$ cat src/core/ppw_defs.vh
// Register map, field positions, reset values and timing constants of the capture timer
`ifndef PPW_DEFS_VH
`define PPW_DEFS_VH
`define PPW_OFF_START      12'h000
`define PPW_OFF_MODE       12'h004
`define PPW_OFF_VALUE      12'h008
`define PPW_OFF_PRESCALE   12'h00C
`define PPW_OFF_IRQ_STATUS 12'h010
`define PPW_OFF_IRQ_MASK   12'h014
`define PPW_OFF_COUNT      12'h018
`define PPW_START_RUN      0
`define PPW_MODE_EDGE      0
`define PPW_MODE_MEAS      1
`define PPW_MODE_OVF       3
`define PPW_MODE_SRC_LO    6
`define PPW_MODE_SRC_HI    7
`define PPW_IRQ_EDGE       0
`define PPW_IRQ_OVF        1
`define PPW_SRC_UNDIV      2'b00
`define PPW_SRC_DIV8       2'b01
`define PPW_SRC_PRESCALED  2'b10
`define PPW_SRC_SUB32      2'b11
`define PPW_DIV8_LAST      3'h7
`define PPW_SUB32_LAST     5'h1F
`define PPW_RESP_OKAY      2'b00
`define PPW_RESP_SLVERR    2'b10
`define PPW_MODE_RESET     8'h00
`define PPW_COUNT_MAX      16'hFFFF
`endif

$ cat src/core/ppw_timer.v
// Pulse period and pulse width capture timer with AXI4-Lite registers
//
// Summary of operation
// - Count source: undivided, div8, prescaled, subclock div32
// - Counter increments each source tick while running
// - Valid edge captures count, then clears counter
// - Run bit starts and stops counting
// - Interrupt on valid edge and overflow
// - Overflow flag set with overflow interrupt
// - Mode write while running clears flag after running tick
// - Pin serves only as measured pulse input
// - Value register reads last captured result
// - Value register writes are ignored
// - First valid edge after start raises nothing
`timescale 1ns/100ps
`include "ppw_defs.vh"
module ppw_timer (
  input  wire        aclk,
  input  wire        aresetn,
  input  wire [11:0] s_axi_awaddr,
  input  wire        s_axi_awvalid,
  output wire        s_axi_awready,
  input  wire [31:0] s_axi_wdata,
  input  wire [3:0]  s_axi_wstrb,
  input  wire        s_axi_wvalid,
  output wire        s_axi_wready,
  output reg  [1:0]  s_axi_bresp,
  output reg         s_axi_bvalid,
  input  wire        s_axi_bready,
  input  wire [11:0] s_axi_araddr,
  input  wire        s_axi_arvalid,
  output wire        s_axi_arready,
  output reg  [31:0] s_axi_rdata,
  output reg  [1:0]  s_axi_rresp,
  output reg         s_axi_rvalid,
  input  wire        s_axi_rready,
  input  wire        subclock,
  input  wire        measured_pulse_pin,
  output wire        irq
);
  reg         aw_held;
  reg  [11:0] aw_addr;
  reg         w_held;
  reg  [31:0] w_data;
  reg  [3:0]  w_strb;
  reg         timer_run_bit;
  reg  [7:0]  timer_mode_register;
  reg  [3:0]  prescale_divider_field;
  reg  [1:0]  irq_status;
  reg  [1:0]  irq_mask;
  reg  [15:0] counter;
  reg  [15:0] reload;
  reg  [2:0]  div8_cnt;
  reg  [3:0]  pre_cnt;
  reg         pre_half;
  reg  [4:0]  sub_cnt;
  reg         sub_q;
  reg         pin_q;
  reg         first_edge;
  reg         ovf_armed;
  wire [1:0]  next_irq_status;
  reg         tick;
  reg         valid_edge;
  wire        wr_fire;
  wire        rd_fire;
  wire        ovf_event;
  wire        edge_event;
  wire        wr_mode;
  wire        pin_rise;
  wire        pin_fall;
  wire [1:0]  src_sel;
  wire        wr_start;
  wire        wr_prescale;
  wire        wr_clear;
  wire        wr_mask;
  wire        wr_mapped;
  wire        tick_div8;
  wire        tick_pre;
  wire        tick_sub;
  wire [1:0]  irq_event;
  reg  [31:0] next_rdata;
  reg  [1:0]  next_rresp;
  genvar      gi;

  assign s_axi_awready = !aw_held && !s_axi_bvalid;
  assign s_axi_wready  = !w_held && !s_axi_bvalid;
  assign s_axi_arready = !s_axi_rvalid;
  assign wr_fire       = aw_held && w_held && !s_axi_bvalid;
  assign rd_fire       = s_axi_arvalid && !s_axi_rvalid;
  assign wr_mode       = wr_fire && (aw_addr == `PPW_OFF_MODE) && w_strb[0];
  assign src_sel       = timer_mode_register[`PPW_MODE_SRC_HI:`PPW_MODE_SRC_LO];
  assign pin_rise      = measured_pulse_pin && !pin_q;
  assign pin_fall      = !measured_pulse_pin && pin_q;
  assign wr_start      = wr_fire && (aw_addr == `PPW_OFF_START) && w_strb[0];
  assign wr_prescale   = wr_fire && (aw_addr == `PPW_OFF_PRESCALE) && w_strb[0];
  assign wr_clear      = wr_fire && (aw_addr == `PPW_OFF_IRQ_STATUS) && w_strb[0];
  assign wr_mask       = wr_fire && (aw_addr == `PPW_OFF_IRQ_MASK) && w_strb[0];
  assign wr_mapped     = (aw_addr == `PPW_OFF_START) || (aw_addr == `PPW_OFF_MODE) ||
                         (aw_addr == `PPW_OFF_VALUE) || (aw_addr == `PPW_OFF_PRESCALE) ||
                         (aw_addr == `PPW_OFF_IRQ_STATUS) || (aw_addr == `PPW_OFF_IRQ_MASK) ||
                         (aw_addr == `PPW_OFF_COUNT);

  // Ticks of the divided sources
  assign tick_div8 = (div8_cnt == `PPW_DIV8_LAST);
  assign tick_pre  = (prescale_divider_field == 4'h0) ||
                     (pre_half && (pre_cnt == prescale_divider_field - 4'h1));
  assign tick_sub  = subclock && !sub_q && (sub_cnt == `PPW_SUB32_LAST);

  // Count source selection
  always @* begin
    case (src_sel)
      `PPW_SRC_UNDIV:     tick = 1'b1;
      `PPW_SRC_DIV8:      tick = tick_div8;
      `PPW_SRC_PRESCALED: tick = tick_pre;
      default:            tick = tick_sub;
    endcase
  end

  // Period: like edges; width: both edges
  always @* begin
    if (timer_mode_register[`PPW_MODE_MEAS]) begin
      valid_edge = pin_rise || pin_fall;
    end else if (timer_mode_register[`PPW_MODE_EDGE]) begin
      valid_edge = pin_rise;
    end else begin
      valid_edge = pin_fall;
    end
  end

  assign edge_event = timer_run_bit && valid_edge;
  assign ovf_event  = timer_run_bit && tick && !edge_event && (counter == `PPW_COUNT_MAX);

  // Divide-by-eight count source
  always @(posedge aclk) begin
    if (!aresetn) begin
      div8_cnt <= 3'h0;
    end else begin
      div8_cnt <= div8_cnt + 3'h1;
    end
  end

  // Prescaler, half period of n clocks
  always @(posedge aclk) begin
    if (!aresetn) begin
      pre_cnt  <= 4'h0;
      pre_half <= 1'b0;
    end else if (prescale_divider_field == 4'h0 || pre_cnt == prescale_divider_field - 4'h1) begin
      pre_cnt  <= 4'h0;
      pre_half <= !pre_half;
    end else begin
      pre_cnt <= pre_cnt + 4'h1;
    end
  end

  // Subclock rising edges, 32 to a tick
  always @(posedge aclk) begin
    if (!aresetn) begin
      sub_q   <= 1'b0;
      sub_cnt <= 5'h00;
    end else begin
      sub_q <= subclock;
      if (subclock && !sub_q) begin
        sub_cnt <= sub_cnt + 5'h01;
      end
    end
  end

  // Previous pin level for edge detection
  always @(posedge aclk) begin
    if (!aresetn) begin
      pin_q <= 1'b0;
    end else begin
      pin_q <= measured_pulse_pin;
    end
  end

  // Live counter, cleared on a valid edge
  always @(posedge aclk) begin
    if (!aresetn) begin
      counter <= 16'h0000;
    end else if (edge_event) begin
      counter <= 16'h0000;
    end else if (timer_run_bit && tick) begin
      counter <= counter + 16'h0001;
    end
  end

  // Capture register holds the last measurement
  always @(posedge aclk) begin
    if (!aresetn) begin
      reload <= 16'h0000;
    end else if (edge_event) begin
      reload <= counter;
    end
  end

  // First edge after start raises no request
  always @(posedge aclk) begin
    if (!aresetn) begin
      first_edge <= 1'b1;
    end else if (!timer_run_bit) begin
      first_edge <= 1'b1;
    end else if (edge_event) begin
      first_edge <= 1'b0;
    end
  end

  assign irq_event[`PPW_IRQ_EDGE] = edge_event && !first_edge;
  assign irq_event[`PPW_IRQ_OVF]  = ovf_event;

  // Sticky status bits, write one to clear, set wins
  generate
    for (gi = 0; gi < 2; gi = gi + 1) begin : g_irq_bit
      assign next_irq_status[gi] = irq_event[gi] || (irq_status[gi] && !(wr_clear && w_data[gi]));
    end
  endgenerate

  always @(posedge aclk) begin
    if (!aresetn) begin
      irq_status <= 2'b00;
    end else begin
      irq_status <= next_irq_status;
    end
  end

  assign irq = |(irq_status & irq_mask);

  // Write address holding
  always @(posedge aclk) begin
    if (!aresetn) begin
      aw_held <= 1'b0;
      aw_addr <= 12'h000;
    end else if (wr_fire) begin
      aw_held <= 1'b0;
    end else if (s_axi_awvalid && s_axi_awready) begin
      aw_held <= 1'b1;
      aw_addr <= s_axi_awaddr;
    end
  end

  // Write data holding
  always @(posedge aclk) begin
    if (!aresetn) begin
      w_held <= 1'b0;
      w_data <= 32'h0000_0000;
      w_strb <= 4'h0;
    end else if (wr_fire) begin
      w_held <= 1'b0;
    end else if (s_axi_wvalid && s_axi_wready) begin
      w_held <= 1'b1;
      w_data <= s_axi_wdata;
      w_strb <= s_axi_wstrb;
    end
  end

  // Write response, unmapped offsets answer with an error
  always @(posedge aclk) begin
    if (!aresetn) begin
      s_axi_bvalid <= 1'b0;
      s_axi_bresp  <= `PPW_RESP_OKAY;
    end else if (wr_fire) begin
      s_axi_bvalid <= 1'b1;
      s_axi_bresp  <= wr_mapped ? `PPW_RESP_OKAY : `PPW_RESP_SLVERR;
    end else if (s_axi_bvalid && s_axi_bready) begin
      s_axi_bvalid <= 1'b0;
    end
  end

  always @(posedge aclk) begin
    if (!aresetn) begin
      timer_run_bit <= 1'b0;
    end else if (wr_start) begin
      timer_run_bit <= w_data[`PPW_START_RUN];
    end
  end

  always @(posedge aclk) begin
    if (!aresetn) begin
      prescale_divider_field <= 4'h0;
    end else if (wr_prescale) begin
      prescale_divider_field <= w_data[3:0];
    end
  end

  always @(posedge aclk) begin
    if (!aresetn) begin
      irq_mask <= 2'b00;
    end else if (wr_mask) begin
      irq_mask <= w_data[1:0];
    end
  end

  // Overflow clear needs a running tick after the set
  always @(posedge aclk) begin
    if (!aresetn) begin
      ovf_armed <= 1'b0;
    end else if (ovf_event) begin
      ovf_armed <= 1'b0;
    end else if (timer_run_bit && tick) begin
      ovf_armed <= 1'b1;
    end
  end

  // Mode register, overflow flag set wins
  always @(posedge aclk) begin
    if (!aresetn) begin
      timer_mode_register <= `PPW_MODE_RESET;
    end else begin
      if (wr_mode) begin
        timer_mode_register[`PPW_MODE_SRC_HI:`PPW_MODE_SRC_LO] <= w_data[`PPW_MODE_SRC_HI:`PPW_MODE_SRC_LO];
        timer_mode_register[`PPW_MODE_MEAS] <= w_data[`PPW_MODE_MEAS];
        timer_mode_register[`PPW_MODE_EDGE] <= w_data[`PPW_MODE_EDGE];
      end
      if (ovf_event) begin
        timer_mode_register[`PPW_MODE_OVF] <= 1'b1;
      end else if (wr_mode && timer_run_bit && ovf_armed) begin
        timer_mode_register[`PPW_MODE_OVF] <= 1'b0;
      end
    end
  end

  // Read data selection
  always @* begin
    next_rresp = `PPW_RESP_OKAY;
    case (s_axi_araddr)
      `PPW_OFF_START:      next_rdata = {31'h0000_0000, timer_run_bit};
      `PPW_OFF_MODE:       next_rdata = {24'h00_0000, timer_mode_register};
      `PPW_OFF_VALUE:      next_rdata = {16'h0000, reload};
      `PPW_OFF_PRESCALE:   next_rdata = {28'h000_0000, prescale_divider_field};
      `PPW_OFF_IRQ_STATUS: next_rdata = {30'h0000_0000, irq_status};
      `PPW_OFF_IRQ_MASK:   next_rdata = {30'h0000_0000, irq_mask};
      `PPW_OFF_COUNT:      next_rdata = {16'h0000, counter};
      default: begin
        next_rdata = 32'h0000_0000;
        next_rresp = `PPW_RESP_SLVERR;
      end
    endcase
  end

  // Read answer register
  always @(posedge aclk) begin
    if (!aresetn) begin
      s_axi_rvalid <= 1'b0;
      s_axi_rdata  <= 32'h0000_0000;
      s_axi_rresp  <= `PPW_RESP_OKAY;
    end else if (rd_fire) begin
      s_axi_rvalid <= 1'b1;
      s_axi_rdata  <= next_rdata;
      s_axi_rresp  <= next_rresp;
    end else if (s_axi_rready) begin
      s_axi_rvalid <= 1'b0;
    end
  end
endmodule // ppw_timer

$ cat config.mk
export PLATFORM = sky130hd
export DESIGN_NAME = ppw_timer
export DESIGN_NICKNAME = d
export VERILOG_FILES = /design/src/core/ppw_timer.v
export VERILOG_INCLUDE_DIRS = /design/src /design/src/core
export SDC_FILE = /design/constraint.sdc
export NUM_CORES = 1
export LEC_CHECK = 0
export CAP_MARGIN = 20
export CORE_ASPECT_RATIO = 2
export CORE_UTILIZATION = 40
export DETAILED_ROUTE_END_ITERATION = 10
export DONT_BUFFER_PORTS = 1
export PLACE_DENSITY_LB_ADDON = 0.05
export SYNTH_ARGS = -nofsm -noshare
export SYNTH_HDL_FRONTEND = slang
export SYNTH_SLANG_ARGS = --single-unit
$ cat constraint.sdc
create_clock -name aclk -period 2.3 [get_ports aclk]
set_input_delay 0.115 -clock aclk [delete_from_list [all_inputs] [get_ports aclk]]
set_output_delay 0.115 -clock aclk [all_outputs]
set_load 0.01 [all_outputs]
==> out/results.ini <==
[synth]
ys_ff_latch = 104
synth_cells = 552
yosysWarnings = 0
syn_area_um2 = 4837
syn-mean-instance-area_um2 = 8.763
synth_edf_count = 0
synthFlopType = dfxtp_1
async_flop_share = 0
synth_cell_types = 55
ys_seq_area_frac = 0.4304

[die]
initial_utilization = 0.4109
dieHeight_um = 157.5
fp.coreArea_um2 = 11770
io_pins = 111
rows = 56
fp.dieW_um = 79.76
dieArea_um2 = 12560

[global_route]
antenna_found_initial = 0
grt_pass1_vias = 3728
grtUsageTotal = 0.2031
grt_overflow_total = 0
grt_max_degree = 70
grt_pass1_wl_um = 19380

[worst_setup_path]
crit_chain = inv_2 -> ha_4 -> xor2_2 -> nand2_1 -> o41a_1 -> buf_12 -> or4_4 -> a21oi_2
crit_arrival_ns = 2.56
cp_slowest_stage_delay_ns = 0.54
worst_setup_path_end_kind = register
critPathMaxFanout = 6
start_kind = register
worstPathRequired_ns = 2.56
cp_slowest_cell = o41a_1
critPathKind = reg2reg

[clock_network]
clk_latency_ns = 0.34
h-tree-depth = 3
cts_buffer_depth = 2
cts_tree = done
cts.reportedPaths.clkPinSlew_ns = 0.07
cts.sinks = 104
cts_inserted_buffers = 9
cts_root_buf = clkbuf_16

[layout]
drive_gt1_frac = 0.1186
final_cells = 735
final_area_um2 = 5823
final_cell_mix = nand2_1 (106), dfxtp_1 (102), mux2i_1 (38), dlygate4sd3_1 (33), a21boi_0 (29)
area_growth_pct = 20.38
fin_nets = 665
final_common_cell = nand2_1
diodes = 0

[timing]
finalSetupViolations = 0
final-hold-violation-count = 0
slew_headroom = 0.5131
tightest_slew_ns = 0.7288
layout_setup_ws_ns = 0.006786
post-route-period-util = 0.9970
fmax_mhz = 436.1
rsz0062_at_grt = yes
period_minus_slack_ns = 2.293
skew_ns = 0.005982
drv_slew = 0

[job]
drv_cap = 0

[routing]
first_pass_iters = 4
wl_per_cell_um = 16.61
viasPerCell = 5.373
drcViolationCount = 0
drt_iter0_drc = 203
ant_nets = 0
route.vias.total = 3949
drt-total-wl_um = 12210

[placed_design]
placed_cells = 679
placed_area_um2 = 4941
place_congestion = 0.7917
hpwl_um = 8357
dp_slack_ns = -0.01463
io_buffers = 0

[pwr]
irDropWorstVdd_v = 0.0004692
comb_power_share = 0.063
swShare = 0.2202
pwr-share-clk = 0.432
p_seq_frac = 0.505
p_per_area_nw_per_um2 = 637.7
p_leak_uw = 0.002133
p_switching_uw = 817.6
p_int_uw = 2896

[outcome]
outcome = completed

[min_path]
min_path_type = in2reg

==> layout make-up <==
type	instances	area [um^2]
clock buffers	9	225.2
clock inverters	5	83.83
inverters	13	48.80
flip-flops and latches	104	2085
repair buffers	56	574.3
multi-input cells	403	2625
fillers	1157	5948
well taps	145	181.4
==> worst max-delay path: cells and delay by family, from the launching register on <==
family | cells | cell delay (ns)
and+or+nand+nor | 2 | 0.56
AOI/OAI and AO/OA | 2 | 0.66
buffers and inverters | 2 | 0.23
adders and majority gates | 1 | 0.26
DFF | 1 | 0.33
xor gates and xnor gates | 1 | 0.16
==> worst paths after layout <==
kind / end / start / cells past startpoint / slack [ns]
worst min register to register: div8_cnt[0] / div8_cnt[0] / 1 / 0.42
worst min-delay path: s_axi_rdata[0] / s_axi_araddr[4] / 2 / 0.01
worst max-delay path: counter[11] / prescale_divider_field[1] / 8 / 0.007
worst max register to register: counter[11] / prescale_divider_field[1] / 8 / 0.007
==> timing repair <==
action,CTS,global route
endpoints found under the hold margin,83,0
gates resized for setup,0,28
pin swaps,1,17
cloned,0,2
endpoints found under the setup margin,4,14
hold buffers,34,0
setup buffers,3,2
==> registers in the layout (all words and copies together) (netlist names), 2 cells and up <==
signal	count
aw_addr	12
counter	16
div8_cnt	3
irq_mask	2
irq_status	2
pre_cnt	4
prescale_divider_field	4
reload	16
s_axi_rdata	16
sub_cnt	5
timer_mode_register	5
w_data	6
==> power groups by stage <==
stage / logic [uW] / clock network (uW) / registers (uW)
5_1_grt: 259 / 1730 / 1880
4_1_cts: 232 / 1660 / 1880
2_1_floorplan: 188 / 0 / 1910
6_report: 232 / 1600 / 1880
3_5_place_dp: 159 / 0 / 1920
3_3_place_gp: 154 / 0 / 1920
==> Yosys cell counts, types with 5 or more instances <==
master    count  area, um^2
clkbuf_1     29       108.9
buf_4        18       135.1
mux2i_1      38       380.4
o21ai_0      15       75.07
nand2_1     106       397.9
a21boi_0     29       217.7
nor2b_1      23       143.9
or4_1         8       60.06
ha_1          9       112.6
a21oi_1      14       70.07
and2_1       11       68.82
dfxtp_1     104        2082
o31ai_1      11       82.58
o21ai_1      10       50.05
nor2_1       15       56.30
nor3_1        5       25.02
xnor2_1       8       70.07
and3_1        5       31.28
nand4_1       6       37.54
nand3_1       8       40.04
inv_1        13       48.80
nand2b_1      7       43.79
==> per-layer routing <==
metal / part of all wire / up-vias / GRT usage
met1: 0.36 / 1898 / 0.2089
met2: 0.58 / 77 / 0.3891
met3: 0.027 / 18 / 0.04116
met4: 0.028 / 0 / 0.07823
li1: - / 1956 / -
met5: 0 / - / 0
==> stage by stage <==
stage | hold WS, ns | power (uW) | TNS (ns) | util
floorplan | 0.2367 | 2094 | 0 | -
global placement | 0.2399 | 2070 | 0 | 0.4197
global route | 0.003543 | 3875 | -0.3118 | 0.4947
CTS | 0.0005888 | 3769 | 0 | 0.4783
finish | 0.01249 | 3713 | 0 | 0.4947
detailed placement | 0.2400 | 2077 | -0.01463 | 0.4197
==> cell families (layout without fill, tap and decap cells) <==
group / count (synthesis) / count (layout) / share of synthesized area
xor+xnor: 12 / 12 / 0.02173
compound gates: 108 / 108 / 0.1503
flops: 104 / 104 / 0.4304
other cells: 1 / 18 / 0.0007753
mux: 42 / 42 / 0.09027
fa+ha+maj: 9 / 9 / 0.02328
simple gates: 214 / 214 / 0.2196
buf+inv: 62 / 83 / 0.06363
(Power assumes the default switching activity.)
